[src/core/ogf_defs.svh]
// Constants for the optical gate command and fault logic
`ifndef OGF_DEFS_SVH
`define OGF_DEFS_SVH

`define OGF_CLK_MHZ        10
`define OGF_NS_PER_US      1000
`define OGF_CNT_W          16
`define OGF_CNT_ZERO       16'h0000
`define OGF_CNT_ONE        16'h0001

`define OGF_T_ON_NS        500
`define OGF_T_OFF_NS       500
`define OGF_T_ACK_NS       1000
`define OGF_T_SC_REP_NS    2000
`define OGF_T_SC_HOLD_NS   100000
`define OGF_T_FILTER_NS    5000

`define OGF_CMD_RESET      1'b0
`define OGF_UV_RESET       1'b1
`define OGF_FB_RESET       1'b0
`define OGF_OUT_RESET      1'b0

`endif

[src/core/ogf_pkg.sv]
// Types for the optical gate command and fault logic
`include "ogf_defs.svh"

package ogf_pkg;

	typedef logic [`OGF_CNT_W-1:0] ogf_cnt_t;

	typedef enum logic [1:0] {
		OGF_SC_IDLE,
		OGF_SC_REPORT,
		OGF_SC_HOLD
	} ogf_sc_e;

	typedef struct packed {
		logic     cmd_s1;
		logic     cmd_s2;
		logic     cmd_prev;
		logic     desat_s1;
		logic     desat_s2;
		logic     uv_s1;
		logic     uv_s2;
		logic     fbm_s1;
		logic     fbm_s2;
		logic     fba_s1;
		logic     fba_s2;
		logic     fbb_s1;
		logic     fbb_s2;
		logic     pra_s1;
		logic     pra_s2;
		logic     prb_s1;
		logic     prb_s2;
		logic     req;
		logic     armed;
		logic     uv;
		ogf_sc_e  sc;
		ogf_cnt_t sc_cnt;
		logic     gate;
		ogf_cnt_t dly_cnt;
		ogf_cnt_t mon_cnt;
		logic     mon_fault;
		ogf_cnt_t ack_cnt;
		logic     status;
		logic     led;
	} ogf_state_s;

endpackage

[src/core/ogf_core.sv]
// Optical gate command, acknowledge and fault handling logic
`timescale 1ns/1ns
`default_nettype none
`include "ogf_defs.svh"

module ogf_core
	import ogf_pkg::*;
#(
	parameter int T_ON_NS      = `OGF_T_ON_NS,
	parameter int T_OFF_NS     = `OGF_T_OFF_NS,
	parameter int T_ACK_NS     = `OGF_T_ACK_NS,
	parameter int T_SC_REP_NS  = `OGF_T_SC_REP_NS,
	parameter int T_SC_HOLD_NS = `OGF_T_SC_HOLD_NS,
	parameter int T_FILTER_NS  = `OGF_T_FILTER_NS
) (
	input  wire logic mclk,
	input  wire logic rstn,
	input  wire logic clk_en,
	input  wire logic optical_command_input,
	input  wire logic desat_detect,
	input  wire logic supply_low_lockout,
	input  wire logic gate_feedback_main,
	input  wire logic parallel_port_a_present,
	input  wire logic parallel_port_a_gate_feedback,
	input  wire logic parallel_port_b_present,
	input  wire logic parallel_port_b_gate_feedback,
	output logic      gate_drive,
	output logic      parallel_port_a_gate_cmd,
	output logic      parallel_port_b_gate_cmd,
	output logic      optical_status_output,
	output logic      status_led
);

	// Time in ns to whole cycles, rounded up, at least one
	function automatic int cyc_up(input int t_ns);
		int c;
		c = (t_ns * `OGF_CLK_MHZ + `OGF_NS_PER_US - 1) / `OGF_NS_PER_US;
		return (c < 1) ? 1 : c;
	endfunction

	// Counter reaches the last cycle of a span
	function automatic logic cnt_hit(input ogf_cnt_t cnt, input ogf_cnt_t lim);
		return cnt == (lim - `OGF_CNT_ONE);
	endfunction

	// Counter advance by one
	function automatic ogf_cnt_t cnt_inc(input ogf_cnt_t cnt);
		return cnt + `OGF_CNT_ONE;
	endfunction

	localparam ogf_cnt_t ON_CYC      = ogf_cnt_t'(cyc_up(T_ON_NS));
	localparam ogf_cnt_t OFF_CYC     = ogf_cnt_t'(cyc_up(T_OFF_NS));
	localparam ogf_cnt_t ACK_CYC     = ogf_cnt_t'(cyc_up(T_ACK_NS));
	localparam ogf_cnt_t SC_REP_CYC  = ogf_cnt_t'(cyc_up(T_SC_REP_NS));
	localparam ogf_cnt_t SC_HOLD_CYC = ogf_cnt_t'(cyc_up(T_SC_HOLD_NS));
	localparam ogf_cnt_t FILTER_CYC  = ogf_cnt_t'(cyc_up(T_FILTER_NS));

	localparam ogf_state_s RESET_STATE = '{
		cmd_s1:    `OGF_CMD_RESET,
		cmd_s2:    `OGF_CMD_RESET,
		cmd_prev:  `OGF_CMD_RESET,
		desat_s1:  `OGF_FB_RESET,
		desat_s2:  `OGF_FB_RESET,
		uv_s1:     `OGF_UV_RESET,
		uv_s2:     `OGF_UV_RESET,
		fbm_s1:    `OGF_FB_RESET,
		fbm_s2:    `OGF_FB_RESET,
		fba_s1:    `OGF_FB_RESET,
		fba_s2:    `OGF_FB_RESET,
		fbb_s1:    `OGF_FB_RESET,
		fbb_s2:    `OGF_FB_RESET,
		pra_s1:    `OGF_FB_RESET,
		pra_s2:    `OGF_FB_RESET,
		prb_s1:    `OGF_FB_RESET,
		prb_s2:    `OGF_FB_RESET,
		req:       `OGF_OUT_RESET,
		armed:     `OGF_OUT_RESET,
		uv:        `OGF_UV_RESET,
		sc:        OGF_SC_IDLE,
		sc_cnt:    `OGF_CNT_ZERO,
		gate:      `OGF_OUT_RESET,
		dly_cnt:   `OGF_CNT_ZERO,
		mon_cnt:   `OGF_CNT_ZERO,
		mon_fault: `OGF_OUT_RESET,
		ack_cnt:   `OGF_CNT_ZERO,
		status:    `OGF_OUT_RESET,
		led:       `OGF_OUT_RESET
	};

	ogf_state_s s_q;
	ogf_state_s s_d;

	always_comb begin
		logic     rise;
		logic     fall;
		logic     sc_detect;
		logic     mismatch;
		logic     mon_trip;
		logic     shutoff;
		logic     want;
		logic     fault;
		ogf_cnt_t lim;
		rise      = 1'b0;
		fall      = 1'b0;
		sc_detect = 1'b0;
		mismatch  = 1'b0;
		mon_trip  = 1'b0;
		shutoff   = 1'b0;
		want      = 1'b0;
		fault     = 1'b0;
		lim       = `OGF_CNT_ZERO;
		s_d       = s_q;

		if (clk_en) begin
			// Pin synchronisers
			s_d.cmd_s1   = optical_command_input;
			s_d.cmd_s2   = s_q.cmd_s1;
			s_d.cmd_prev = s_q.cmd_s2;
			s_d.desat_s1 = desat_detect;
			s_d.desat_s2 = s_q.desat_s1;
			s_d.uv_s1    = supply_low_lockout;
			s_d.uv_s2    = s_q.uv_s1;
			s_d.fbm_s1   = gate_feedback_main;
			s_d.fbm_s2   = s_q.fbm_s1;
			s_d.fba_s1   = parallel_port_a_gate_feedback;
			s_d.fba_s2   = s_q.fba_s1;
			s_d.fbb_s1   = parallel_port_b_gate_feedback;
			s_d.fbb_s2   = s_q.fbb_s1;
			s_d.pra_s1   = parallel_port_a_present;
			s_d.pra_s2   = s_q.pra_s1;
			s_d.prb_s1   = parallel_port_b_present;
			s_d.prb_s2   = s_q.prb_s1;

			// Edge detection on the synchronised command
			rise = s_q.cmd_s2 & ~s_q.cmd_prev;
			fall = ~s_q.cmd_s2 & s_q.cmd_prev;

			// Commanded state tracks the last edge
			if (rise) begin
				s_d.req = 1'b1;
			end else if (fall) begin
				s_d.req = 1'b0;
			end

			// Undervoltage, held from power-up until supply is good
			s_d.uv = s_q.uv_s2;

			// Short circuit: report delay, then hold
			case (s_q.sc)
				OGF_SC_IDLE: begin
					if (s_q.desat_s2 && s_q.gate) begin
						sc_detect  = 1'b1;
						s_d.sc     = OGF_SC_REPORT;
						s_d.sc_cnt = `OGF_CNT_ZERO;
					end
				end
				OGF_SC_REPORT: begin
					if (cnt_hit(s_q.sc_cnt, SC_REP_CYC)) begin
						s_d.sc     = OGF_SC_HOLD;
						s_d.sc_cnt = `OGF_CNT_ZERO;
					end else begin
						s_d.sc_cnt = cnt_inc(s_q.sc_cnt);
					end
				end
				OGF_SC_HOLD: begin
					if (cnt_hit(s_q.sc_cnt, SC_HOLD_CYC)) begin
						s_d.sc     = OGF_SC_IDLE;
						s_d.sc_cnt = `OGF_CNT_ZERO;
					end else begin
						s_d.sc_cnt = cnt_inc(s_q.sc_cnt);
					end
				end
				default: begin
					s_d.sc     = OGF_SC_IDLE;
					s_d.sc_cnt = `OGF_CNT_ZERO;
				end
			endcase

			// Gate monitoring over main and present peripherals
			mismatch = (s_q.fbm_s2 != s_q.gate)
				| (s_q.pra_s2 & (s_q.fba_s2 != s_q.gate))
				| (s_q.prb_s2 & (s_q.fbb_s2 != s_q.gate));
			if (mismatch) begin
				if (s_q.mon_fault) begin
					s_d.mon_fault = 1'b1;
				end else if (cnt_hit(s_q.mon_cnt, FILTER_CYC)) begin
					s_d.mon_fault = 1'b1;
					mon_trip      = 1'b1;
				end else begin
					s_d.mon_cnt = cnt_inc(s_q.mon_cnt);
				end
			end else begin
				s_d.mon_cnt   = `OGF_CNT_ZERO;
				s_d.mon_fault = 1'b0;
			end

			// Faults that force the gate off at once
			shutoff = sc_detect | s_q.uv | (mon_trip & s_q.gate);

			// Arming needs a fresh rising edge after any lockout
			if (rise && s_q.sc == OGF_SC_IDLE && !s_q.uv) begin
				s_d.armed = 1'b1;
			end
			if (shutoff || s_q.sc != OGF_SC_IDLE) begin
				s_d.armed = 1'b0;
			end

			want = s_q.req & s_q.armed & ~s_q.uv & (s_q.sc == OGF_SC_IDLE);

			// Gate with separate turn-on and turn-off delays
			if (shutoff || s_q.sc != OGF_SC_IDLE) begin
				s_d.gate    = 1'b0;
				s_d.dly_cnt = `OGF_CNT_ZERO;
			end else if (want != s_q.gate) begin
				lim = want ? ON_CYC : OFF_CYC;
				if (cnt_hit(s_q.dly_cnt, lim)) begin
					s_d.gate    = want;
					s_d.dly_cnt = `OGF_CNT_ZERO;
				end else begin
					s_d.dly_cnt = cnt_inc(s_q.dly_cnt);
				end
			end else begin
				s_d.dly_cnt = `OGF_CNT_ZERO;
			end

			// Acknowledge pulse on every command edge, restarted by a new edge
			if (rise || fall) begin
				s_d.ack_cnt = ACK_CYC;
			end else if (s_q.ack_cnt != `OGF_CNT_ZERO) begin
				s_d.ack_cnt = s_q.ack_cnt - `OGF_CNT_ONE;
			end

			// Status light and indicator
			fault = s_d.uv | (s_d.sc == OGF_SC_HOLD) | s_d.mon_fault;
			s_d.status = ~fault & (s_d.ack_cnt == `OGF_CNT_ZERO);
			s_d.led    = ~fault;
		end
	end

	always_ff @(posedge mclk or negedge rstn) begin
		if (!rstn) begin
			s_q <= RESET_STATE;
		end else begin
			s_q <= s_d;
		end
	end

	// One gate state drives main and both paralleling ports
	assign gate_drive               = s_q.gate;
	assign parallel_port_a_gate_cmd = s_q.gate;
	assign parallel_port_b_gate_cmd = s_q.gate;
	assign optical_status_output    = s_q.status;
	assign status_led               = s_q.led;

endmodule

`default_nettype wire

[config.mk]
export PLATFORM = sky130hd
export DESIGN_NAME = ogf_core
export DESIGN_NICKNAME = d
export VERILOG_FILES = /design/src/core/ogf_pkg.sv /design/src/core/ogf_core.sv
export VERILOG_INCLUDE_DIRS = /design/src /design/src/core
export SDC_FILE = /design/constraint.sdc
export NUM_CORES = 1
export LEC_CHECK = 0
export ABC_AREA = 1
export BUFFER_PORTS_ARGS = -buffer_cell sky130_fd_sc_hd__buf_2
export CAP_MARGIN = 15
export CORE_MARGIN = 10
export CORE_UTILIZATION = 25
export CTS_CLUSTER_SIZE = 16
export DETAILED_ROUTE_END_ITERATION = 6
export PLACE_DENSITY = 0.5
export SLEW_MARGIN = 20
export SYNTH_ARGS = -nofsm -noshare
export SYNTH_HDL_FRONTEND = slang
export SYNTH_SLANG_ARGS = --single-unit
[constraint.sdc]
create_clock -name mclk -period 2.23 [get_ports mclk]
set_clock_uncertainty 0.2 [all_clocks]
set_input_delay 0.446 -clock mclk [delete_from_list [all_inputs] [get_ports mclk]]
set_output_delay 0.446 -clock mclk [all_outputs]
set_load 0.02 [all_outputs]
After elaboration in Yosys (flattened, before gate mapping)
Index checks and enable logic that the tools add are counted.
{ "totals": {"register_bits": 90, "in_bits": 11, "output_inout_bits": 5, "wordCells": 116} }
{ "op_classes": {"n_addsub": 4, "eq_ne": 14, "mux": 31, "bitwise": 19, "n_reduce_logical": 19} }
{ "ops": {"columns": ["op", "count"], "rows": [
  ["two-way mux 16 bit", 9],
  ["case mux 18 bit (3 select lines)", 1],
  ["two-way mux 17 bit", 3],
  ["adder 16 x 1 -> 16 bit (second input constant)", 3],
  ["two-way mux 18 bit", 2],
  ["== test 16 x 10 -> 1 bit (second input constant)", 1],
  ["== test 16 x 3 -> 1 bit (second input constant)", 1],
  ["== test 16 x 5 -> 1 bit (second input constant)", 1],
  ["== test 16 x 6 -> 1 bit (second input constant)", 1],
  ["zero test 16 bit", 1],
  ["nonzero test 16 bit", 1],
  ["subtractor 16 x 1 -> 16 bit (second input constant)", 1],
  ["two-way mux 1 bit", 14],
  ["nonzero test 2 bit", 5],
  ["bitwise AND 1 bit", 9],
  ["!= test 3 bit (second input constant)", 3],
  ["OR 1 bit", 6],
  ["AND reduction 2 bit", 3],
  ["AND reduction 3 bit", 2],
  ["== test 2 bit (second input constant)", 2],
  ["two-way mux 2 bit", 2],
  ["!= test 1 bit", 4],
  ["inverter 1 bit", 4],
  ["logical AND 1 bit", 3],
  ["4 further kinds", 5]
]} }

Longest topological paths before layout
Gate-level depths: netlist of the first run.
{ "depth": {"depth_word": 11, "mapped_depth": 14, "ltp_nobuf": 14} }

Least setup slack after synthesis of the first run
No wires, ideal clock.
{ "synth_path": {"kind": "flip-flop to flip-flop", "start": "register s_q, in the netlist gate_drive", "end": "register s_q[67] (netlist bit)", "setup_time_ns": 0.121, "t_arrival_ns": 1.533, "t_required_ns": 1.909, "setup_slack_ns": 0.376, "path_stages_with_launch": 13, "path_buffers": 1, "period_less_slack_ns": 1.854, "path_cell_list": "dfrtp_1 -> buf_6 -> nand2_1 -> nand2_2 -> nand2_4 -> inv_4 -> nand2_4 -> nor2_4 -> nand3_2 -> clkinv_1 -> nand3_1 -> o21ai_1 -> a21oi_1"} }
{ "synth_via": {"elab_chain_len": 3} }
{ "synth_rtl": {"columns": ["element", "line_no", "text"], "rows": [
  ["start: declaration", "ogf_core.sv:90", "ogf_state_s s_q;"],
  ["start signal: assignment", "ogf_core.sv:242", "s_q <= RESET_STATE;"],
  ["start signal: assignment", "ogf_core.sv:244", "s_q <= s_d;"],
  ["logical AND 1 bit", "ogf_core.sv:151", "if (s_q.desat_s2 && s_q.gate) begin"],
  ["!= test 3 bit (no line)", null, null],
  ["AND reduction 2 bit (no line)", null, null]
]} }
No other way between the ends.
A chain may end at the register's enable or synchronous reset.

Final worst setup path of the first run
{ "layout_path": {"start": "register s_q[52] (netlist bit)", "end": "register s_q, in the netlist optical_status_output"} }
{ "layout_via": {"elab_chain_len": 9, "elab_cells_between_ends": 11, "cone_classes": "eq/ne: 3; mux: 4; bitwise: 4"} }
{ "layout_rtl": {"columns": ["element", "line_no", "text"], "rows": [
  ["== test 16 x 10 -> 1 bit / == test 16 x 5 -> 1 bit (equally long branches)", "ogf_core.sv:43", "return cnt == (lim - `OGF_CNT_ONE);"],
  ["two-way mux 2 bit (on tied branches)", "ogf_core.sv:166, ogf_core.sv:158", null],
  ["case mux 18 bit (3 select lines) *", "ogf_core.sv:149", "case (s_q.sc)"],
  ["two-way mux 18 bit *", "ogf_core.sv:114", "if (clk_en) begin"],
  ["== test 2 bit *", "ogf_core.sv:234", "fault = s_d.uv | (s_d.sc == OGF_SC_HOLD) | s_d.mon_fault;"],
  ["OR 1 bit * (2 in a row)", "ogf_core.sv:234", null],
  ["inverter 1 bit *", "ogf_core.sv:235", "s_d.status = ~fault & (s_d.ack_cnt == `OGF_CNT_ZERO);"],
  ["bitwise AND 1 bit *", "ogf_core.sv:235", null]
]} }
Every way passes the cells marked *; elsewhere a longest branch is shown, timed or not. The select of a mux whose other input is x is not followed.

==> impl_metrics.py, run 1 <==
metrics = {
    "run_status": {
        "status": "completed",
    },
    "layout": {
        "layout_common_cells": "nand2_1, dfrtp_1, inv_1, nor2_1, nand3_1",
        "final_common_cell": "nand2_1",
        "ff_latch_area_um2": 2260,
        "area_growth_pct": 14.0,
        "final_nets": 745,
        "drive_gt1_frac": 0.115,
        "diodes": 0,
        "multiInputGateArea_um2": 2540,
        "fillers": 2216,
    },
    "sta": {
        "finalHoldWorstSlack_ns": 0.0943,
        "period_share": 0.900,
        "max_slew.worst_pin.slew_ns": 0.479,
        "finalSetupViolCount": 0,
        "slew_viol_final": 0,
        "fmax_mhz": 498,
        "setup_ws_ns": 0.224,
        "hold_viol_final": 0,
        "fin_crit_ns": 2.01,
        "rsz0062_at_grt": "false",
        "fin_setup_tns_ns": 0,
        "slew_headroom": 0.681,
    },
    "job": {
        "maxCapViolations": 0,
    },
    "power_and_ir_drop": {
        "powerDensity_nw_per_um2": 956,
        "p_int_mw": 3.42,
        "switchingPower_mw": 2.26,
        "ir_drop_uv": 387,
        "p_comb_frac": 0.359,
        "p_leak_nw": 2.78,
        "p_seq_frac": 0.383,
        "clockPowerShare": 0.258,
        "swShare": 0.398,
    },
    "placement": {
        "dp_hpwl_um": 8660,
        "place_congestion": 0.810,
        "dpl_worst_slack_ns": 0.168,
        "portBuffers": 15,
    },
    "global_routing": {
        "antenna_found_initial": 0,
        "use_met2": 0.141,
        "track_usage": 0.0945,
        "grt_pass1_vias": 4317,
        "grt-busiest-layer": "met2",
        "met1_usage": 0.130,
        "grt_start_max_net_pins": 41,
        "grt_pass1_wl_um": 21100,
        "grt_util_met3": 0.0269,
        "gr-total-overflow": 0,
    },
    "synth": {
        "yosysWarnings": 0,
        "async_flop_share": 1.00,
        "synth.avg_cell_area_um2": 7.42,
        "yosysSeqAreaShare": 0.432,
        "synth_cell_types": 40,
        "syn-instance-count": 703,
        "yosys_register_bits": 90,
        "synthFlopType": "dfrtp_1",
        "syn_area_um2": 5220,
        "synth-edff-count": 0,
        "synth_fp_nets": 722,
    },
    "route": {
        "wire_per_inst_um": 11.8,
        "routed_via_density": 4.37,
        "drt_iter0_drc": 219,
        "firstDrtPassIters": 4,
        "vias": 4376,
        "drc": 0,
        "ant_nets": 0,
        "routed_wl_um": 11800,
    },
    "clocking": {
        "cts_max_level": 3,
        "cts_root_buf": "clkbuf_16",
        "cts_setup_buffers": 0,
        "cts.reportedPaths.clkPinSlew_ns": 0.06,
        "clk_latency_ns": 0.35,
        "cts.sinks": 90,
        "cts-buffers-inserted": 9,
        "cts.path.max_buffers": 2,
        "cts_tree": "built",
    },
    "setup_path": {
        "cp_max_fo": 4,
        "path_class": "flop to flop",
        "required_ns": 2.32,
        "crit_top_cell": "nand2_1",
        "cpPeakStageDelay_ns": 0.38,
        "arrival_ns": 2.09,
        "critPathSlowestCell": "dfrtp_1",
        "r2r_slack_ns": 0.22,
        "critPathLaunchType": "flop",
        "path_cells": "ha_1, nand2_1, inv_1, nand2_1, nor2_1, nand2_1, nand2_1, nand2_1, nor3_1, nand2_1, nor2_1, nand2_1, nand2_1",
        "end_kind": "flop",
    },
    "floorplan": {
        "io_pins": 16,
        "coreArea_um2": 20400,
        "die_w_um": 164,
        "start_util": 0.256,
        "die_area_um2": 27000,
        "die-height_um": 164,
        "num_rows": 52,
    },
    "hold_path": {
        "worstHoldPathType": "primary input to flop",
    },
}
## final cells by class
class                           count  area share
Multi-Input combinational cell    510       0.427
Sequential cell                    90       0.379
Timing Repair Buffer               31      0.0358
Clock inverter                      4     0.00442
Clock buffer                       12      0.0431
Tap cell                          270      0.0568
Inverter                           84      0.0535
## worst paths after layout
| check | depth (start not counted) | end | start |
|---|---|---|---|
| max | 13 | optical_status_output | s_q[52] |
| min | 3 | s_q[78] | parallel_port_b_gate_feedback |
| max reg2reg | 13 | optical_status_output | s_q[52] |
| min reg2reg | 2 | s_q[83] | s_q[84] |
| max in group asynchronous | 3 | s_q[81] | rstn |
| min in group asynchronous | 2 | s_q[55] | rstn |
## synth_stat cells, types with 6 or more instances
master / instances / area share
a21oi_1: 13 / 0.012
clkbuf_1: 10 / 0.0072
dfrtp_1: 87 / 0.42
ha_1: 8 / 0.019
inv_1: 78 / 0.056
nand2_1: 196 / 0.14
nand3_1: 60 / 0.058
nand4_1: 14 / 0.017
nor2_1: 72 / 0.052
nor2_2: 6 / 0.0072
nor3_1: 12 / 0.012
nor4_1: 7 / 0.0084
o21ai_0: 46 / 0.044
o21ai_1: 14 / 0.013
xor2_1: 15 / 0.025
## cells by family (layout without fill, tap and decap cells)
| family | after synthesis | in the layout | synth area share |
|---|---|---|---|
| and+or+nand+nor | 395 | 395 | 0.341 |
| buffers and inverters | 103 | 131 | 0.0835 |
| xor gates and xnor gates | 20 | 20 | 0.0336 |
| adders and majority gates | 8 | 8 | 0.0192 |
| AOI/OAI and AO/OA | 86 | 86 | 0.0888 |
| DFF | 90 | 90 | 0.432 |
| muxes | 1 | 1 | 0.00192 |
## critical path: cells and delay by family, from the launching register on
kind / cells / cell delay [ns]
and+or+nand+nor: 11 / 1.07
DFF: 1 / 0.38
adders and majority gates: 1 / 0.21
buffers and inverters: 1 / 0.08
## power by group through the flow
stage          sequential (mW)  clock, mW  combinational [mW]
2_1_floorplan             2.13          0                1.58
3_3_place_gp              2.20          0                2.03
3_5_place_dp              2.20          0                2.02
4_1_cts                   2.17       1.52                2.03
5_1_grt                   2.22       1.59                2.37
6_report                  2.18       1.47                2.04
## routing by layer
metal | vias up | wire length [µm] | share of wire
li1 | 2309 | - | -
met1 | 2005 | 6210 | 0.53
met2 | 51 | 5000 | 0.42
met3 | 11 | 470 | 0.040
met4 | 0 | 144 | 0.012
met5 | - | 0 | 0
## metrics by stage
stage	std cells	util	total power, mW	area (µm²)
finish	1001	0.292	5.68	5940
global route	1001	0.292	6.17	5940
CTS	1001	0.291	5.72	5930
detailed placement	984	0.277	4.21	5640
global placement	984	0.277	4.22	5640
floorplan	703	-	3.71	5220
## state kept, by name, indices dropped and copies added (netlist names)
name                   count
s_q                       87
gate_drive                 1
optical_status_output      1
status_led                 1
## what timing repair did
action | 4_1_cts | 5_1_grt
gates resized for setup | 0 | 5
endpoints found under the setup margin | 0 | 4
hold buffers | 1 | 0
endpoints found under the hold margin | 26 | 0
(Power assumes the default switching activity.)
==> run 2, diff against run 1 <==
--- a/config.mk
+++ b/config.mk
@@ -14,6 +14,7 @@
 export CTS_CLUSTER_SIZE = 16
 export DETAILED_ROUTE_END_ITERATION = 6
 export PLACE_DENSITY = 0.5
+export RECOVER_POWER = 50
 export SLEW_MARGIN = 20
 export SYNTH_ARGS = -nofsm -noshare
 export SYNTH_HDL_FRONTEND = slang
==> impl_metrics.py, run 2 (synthesis results as in run 1) <==
metrics = {
    "run_status": {
        "status": "completed",
    },
    "sta": {
        "fmax_mhz": 501,
        "max_slew.worst_pin.slew_ns": 0.893,
        "fin_setup_tns_ns": 0,
        "hold_viol_final": 0,
        "fin_crit_ns": 2.00,
        "period_share": 0.895,
        "finalSetupViolCount": 0,
        "rsz0062_at_grt": "false",
        "slew_viol_final": 0,
        "slew_headroom": 0.405,
    },
    "layout": {
        "area_growth_pct": 13.4,
        "final_util": 0.291,
        "layout_common_cells": "nand2_1, dfrtp_1, inv_1, nor2_1, nand3_1",
        "drive_gt1_frac": 0.109,
        "fillers": 2222,
        "largest_register": "s_q",
        "final_nets": 745,
        "diodes": 0,
        "largest_reg_flops": 87,
        "final_common_cell": "nand2_1",
    },
    "floorplan": {
        "die_area_um2": 27000,
        "start_util": 0.256,
        "num_rows": 52,
        "io_pins": 16,
        "coreArea_um2": 20400,
        "die-height_um": 164,
        "die_w_um": 164,
    },
    "setup_path": {
        "r2r_start": "s_q[3]",
        "reg2regPathDepth": 14,
        "cp_max_fo": 5,
        "timing.rr.end": "optical_status_output",
        "required_ns": 2.32,
        "arrival_ns": 2.08,
        "r2r_slack_ns": 0.23,
        "path_class": "flop to flop",
        "critPathLaunchType": "flop",
        "end_kind": "flop",
    },
    "route": {
        "vias": 4368,
        "routed_wl_um": 11800,
        "drt_iter0_drc": 214,
        "drc": 0,
        "ant_nets": 0,
        "firstDrtPassIters": 4,
        "wire_per_inst_um": 11.8,
        "routed_via_density": 4.36,
    },
    "global_routing": {
        "grt_pass1_wl_um": 21100,
        "grt_pass1_vias": 4317,
        "grt_start_max_net_pins": 41,
        "gr-total-overflow": 0,
        "antenna_found_initial": 0,
        "track_usage": 0.0945,
    },
    "power_and_ir_drop": {
        "ir_drop_uv": 387,
        "powerDensity_nw_per_um2": 959,
        "p_leak_nw": 2.77,
    },
    "clocking": {
        "cts-buffers-inserted": 9,
        "clk_latency_ns": 0.35,
        "cts_root_buf": "clkbuf_16",
        "cts.reportedPaths.clkPinSlew_ns": 0.06,
        "cts_setup_buffers": 0,
        "cts_max_level": 3,
        "cts_tree": "built",
        "cts.path.max_buffers": 2,
        "cts.sinks": 90,
    },
    "hold_path": {
        "min_to": "s_q[78]",
        "min_from": "parallel_port_b_gate_feedback",
        "worstHoldPathType": "primary input to flop",
        "holdPathStages": 3,
    },
    "placement": {
        "dp_hpwl_um": 8660,
        "portBuffers": 15,
        "place_congestion": 0.810,
    },
    "job": {
        "maxCapViolations": 0,
    },
}
## run 2: area by class of cell
| cell class | count | area (µm²) | share of cell area |
|---|---|---|---|
| multi-input cells | 510 | 2540 | 0.429 |
| flip-flops and latches | 90 | 2260 | 0.381 |
| well taps | 270 | 338 | 0.0571 |
| inverters | 84 | 318 | 0.0537 |
| clock buffers | 12 | 256 | 0.0433 |
| repair buffers | 31 | 185 | 0.0313 |
| clock inverters | 4 | 26.3 | 0.00444 |
## run 2: worst max-delay path: stages (launching register included)
cell     delay [ns]
dfrtp_1        0.40
inv_1          0.12
ha_1           0.20
nand2_1        0.18
nor2_4         0.17
nand2_1        0.07
nand2_1        0.06
nand2_1        0.05
nand3_1        0.07
nand2_1        0.06
nor2_1         0.11
nand2_1        0.07
nor2_1         0.09
nand2_1        0.06
nand2_1        0.05
## run 2: layer usage
layer,wire (µm),GRT usage
met5,0,0
met4,164,0.0282
met3,457,0.0269
met2,4990,0.141
met1,6200,0.130
## run 2: worst max-delay path by stage
stage                           from                     to  slack (ns)  cells past startpoint
after floorplan           gate_drive                s_q[67]        0.38                     12
after global placement        s_q[2]  optical_status_output        0.22                     12
after detailed placement      s_q[2]  optical_status_output        0.17                     12
after CTS                     s_q[2]  optical_status_output        0.15                     12
after global routing          s_q[3]  optical_status_output        0.03                     14
final                         s_q[3]  optical_status_output        0.23                     14
## run 2: power breakdown
part           internal, mW  total (mW)  switching [mW]  leakage (nW)
combinational         0.710        2.03            1.32          1.43
clock                 0.815        1.47           0.651         0.139
sequential             1.89        2.18           0.286          1.19
## run 2: what timing repair did
item	4_1_cts	5_1_grt
endpoints found under the setup margin	0	4
endpoints found under the hold margin	26	0
hold buffers	1	0
gates resized for setup	0	5
## run 2: through the flow
step                      worst slack, ns  total power, mW  hold WS, ns  instance area, µm²  std cells
after detailed placement            0.168             4.21        0.240                5640        984
after global placement              0.223             4.22        0.236                5640        984
final                               0.234             5.67       0.0942                5920       1001
after floorplan                     0.376             3.71      -0.0496                5220        703
after CTS                           0.151             5.72       0.0811                5930       1001
after global routing               0.0300             6.16       0.0926                5920       1001
==> run 3, diff against run 2 <==
--- a/config.mk
+++ b/config.mk
@@ -15,6 +15,7 @@
 export DETAILED_ROUTE_END_ITERATION = 6
 export PLACE_DENSITY = 0.5
 export RECOVER_POWER = 50
+export REMOVE_ABC_BUFFERS = 1
 export SLEW_MARGIN = 20
 export SYNTH_ARGS = -nofsm -noshare
 export SYNTH_HDL_FRONTEND = slang
==> constraint.sdc (replaced) <==
create_clock -name mclk -period 2.4 [get_ports mclk]
set_clock_uncertainty 0.2 [all_clocks]
set_input_delay 0.48 -clock mclk [delete_from_list [all_inputs] [get_ports mclk]]
set_output_delay 0.48 -clock mclk [all_outputs]
set_load 0.02 [all_outputs]
==> impl_metrics.py, run 3 (synthesis results as in run 1) <==
metrics = {
    "run_status": {
        "status": "completed",
    },
    "route": {
        "ant_nets": 0,
        "firstDrtPassIters": 4,
        "routed_wl_um": 11600,
        "routed_via_density": 4.36,
        "drc": 0,
        "drt_iter0_drc": 231,
        "vias": 4335,
        "wire_per_inst_um": 11.7,
    },
    "clocking": {
        "cts.sinks": 90,
        "cts-buffers-inserted": 9,
        "cts_tree": "built",
        "cts_setup_buffers": 0,
        "clk_latency_ns": 0.35,
        "cts_max_level": 3,
        "cts.path.max_buffers": 2,
        "cts.reportedPaths.clkPinSlew_ns": 0.07,
        "cts_root_buf": "clkbuf_16",
    },
    "power_and_ir_drop": {
        "p_total_mw": 5.64,
        "ir_drop_uv": 392,
        "p_leak_nw": 2.76,
        "powerDensity_nw_per_um2": 948,
    },
    "sta": {
        "rsz0062_at_grt": "false",
        "max_slew.worst_pin.slew_ns": 1.02,
        "hold_viol_final": 0,
        "fin_setup_tns_ns": 0,
        "period_share": 0.873,
        "slew_viol_final": 0,
        "finalHoldWorstSlack_ns": 0.137,
        "finalSetupViolCount": 0,
        "slew_headroom": 0.322,
        "fmax_mhz": 477,
        "fin_crit_ns": 2.09,
    },
    "setup_path": {
        "crit_top_cell": "nand2_1",
        "reg2regPathDepth": 12,
        "path_class": "flop to flop",
        "arrival_ns": 2.18,
        "critPathLaunchType": "flop",
        "r2r_start": "s_q[2]",
        "cp_max_fo": 16,
        "crit_buf_inv": 1,
        "required_ns": 2.48,
        "timing.rr.end": "optical_status_output",
        "end_kind": "flop",
        "cpPeakStageDelay_ns": 0.39,
        "path_cells": "inv_1, ha_1, nand2_1, nor2_2, nand2_2, nand2_1, nand3_1, nor2_1, nand3_1, nor2_1, nand2_1, nand2_1",
        "critPathSlowestCell": "dfrtp_1",
        "critPathTopFamily": "simple AND/OR/NAND/NOR gates",
        "r2r_slack_ns": 0.31,
    },
    "layout": {
        "largest_register": "s_q",
        "largest_reg_flops": 87,
        "diodes": 0,
        "final_common_cell": "nand2_1",
        "stdcell_count": 995,
        "final_area_um2": 5950,
        "area_growth_pct": 14.0,
        "drive_gt1_frac": 0.102,
        "final_nets": 739,
        "layout_common_cells": "nand2_1, dfrtp_1, inv_1, nor2_1, nand3_1",
    },
    "placement": {
        "dp_hpwl_um": 8360,
        "place_congestion": 0.799,
        "place_area_um2": 5590,
        "portBuffers": 15,
        "post-place-cells": 978,
    },
    "hold_path": {
        "min_from": "desat_detect",
        "min_to": "s_q[86]",
        "worstHoldPathType": "primary input to flop",
        "holdPathStages": 3,
    },
    "floorplan": {
        "die-height_um": 164,
        "io_pins": 16,
        "die_area_um2": 27000,
        "die_w_um": 164,
        "start_util": 0.256,
        "num_rows": 52,
        "coreArea_um2": 20400,
    },
    "global_routing": {
        "gr-total-overflow": 0,
        "antenna_found_initial": 0,
        "track_usage": 0.0920,
        "grt_pass1_wl_um": 20400,
        "grt_pass1_vias": 4221,
        "grt_start_max_net_pins": 36,
    },
    "job": {
        "maxCapViolations": 0,
    },
}
-- run 3: cell types whose count changed in the layout (fill, tap and decap cells not counted), moves of 2 or more --
cell,before,now
clkbuf_2,3,5
nand2_2,3,5
nand2_4,5,3
bufinv_16,0,4
buf_4,9,4
-- run 3: worst max path at each step --
stage               depth (start not counted)                     to  slack, ns  startpoint
finish                                     12  optical_status_output       0.31      s_q[2]
global route                                3                s_q[35]       0.04        rstn
global placement                           10                s_q[64]       0.31     s_q[52]
CTS                                        10                s_q[64]       0.27     s_q[52]
floorplan                                   9                s_q[25]       0.27  gate_drive
detailed placement                         10                s_q[64]       0.29     s_q[52]
-- run 3: per-layer routing --
layer  wire (µm)  track usage  part of all wire
met5           0            0                 0
met4         114       0.0242            0.0098
met3         500       0.0309             0.043
met2        4980        0.142              0.43
met1        6000        0.121              0.52
-- run 3: where the power goes --
part           internal [mW]  leakage [nW]  total [mW]  switching (mW)
combinational          0.646          1.38        1.87            1.23
clock                   1.15         0.180        1.75           0.604
sequential              1.76          1.19        2.01           0.253
-- run 3: layout make-up --
type	count	area, µm²
clock buffer	11	243
clock inverter	5	125
fill	2165	14400
inverter	84	318
multi-input combinational	510	2530
sequential	90	2260
tap	270	338
timing repair buffer	25	138
-- run 3: worst reg2reg max path, stage by stage, from the launching register on --
cell and delay, ns:
dfrtp_1 0.39, inv_1 0.15, ha_1 0.20, nand2_1 0.07
nor2_2 0.11, nand2_2 0.21, nand2_1 0.13, nand3_1 0.09
nor2_1 0.12, nand3_1 0.11, nor2_1 0.12, nand2_1 0.05
nand2_1 0.05
-- run 3: stage by stage --
| step | worst slack, ns | utilization |
|---|---|---|
| after floorplan | 0.272 | - |
| after global placement | 0.312 | 0.275 |
| after detailed placement | 0.291 | 0.275 |
| after CTS | 0.270 | 0.293 |
| after global routing | 0.0399 | 0.292 |
| final | 0.306 | 0.292 |
-- run 3: what timing repair did --
action | CTS | global route
resized for setup | 0 | 1
endpoints found under the setup margin | 0 | 1
endpoints found under the hold margin | 22 | 0
hold buffers | 1 | 0
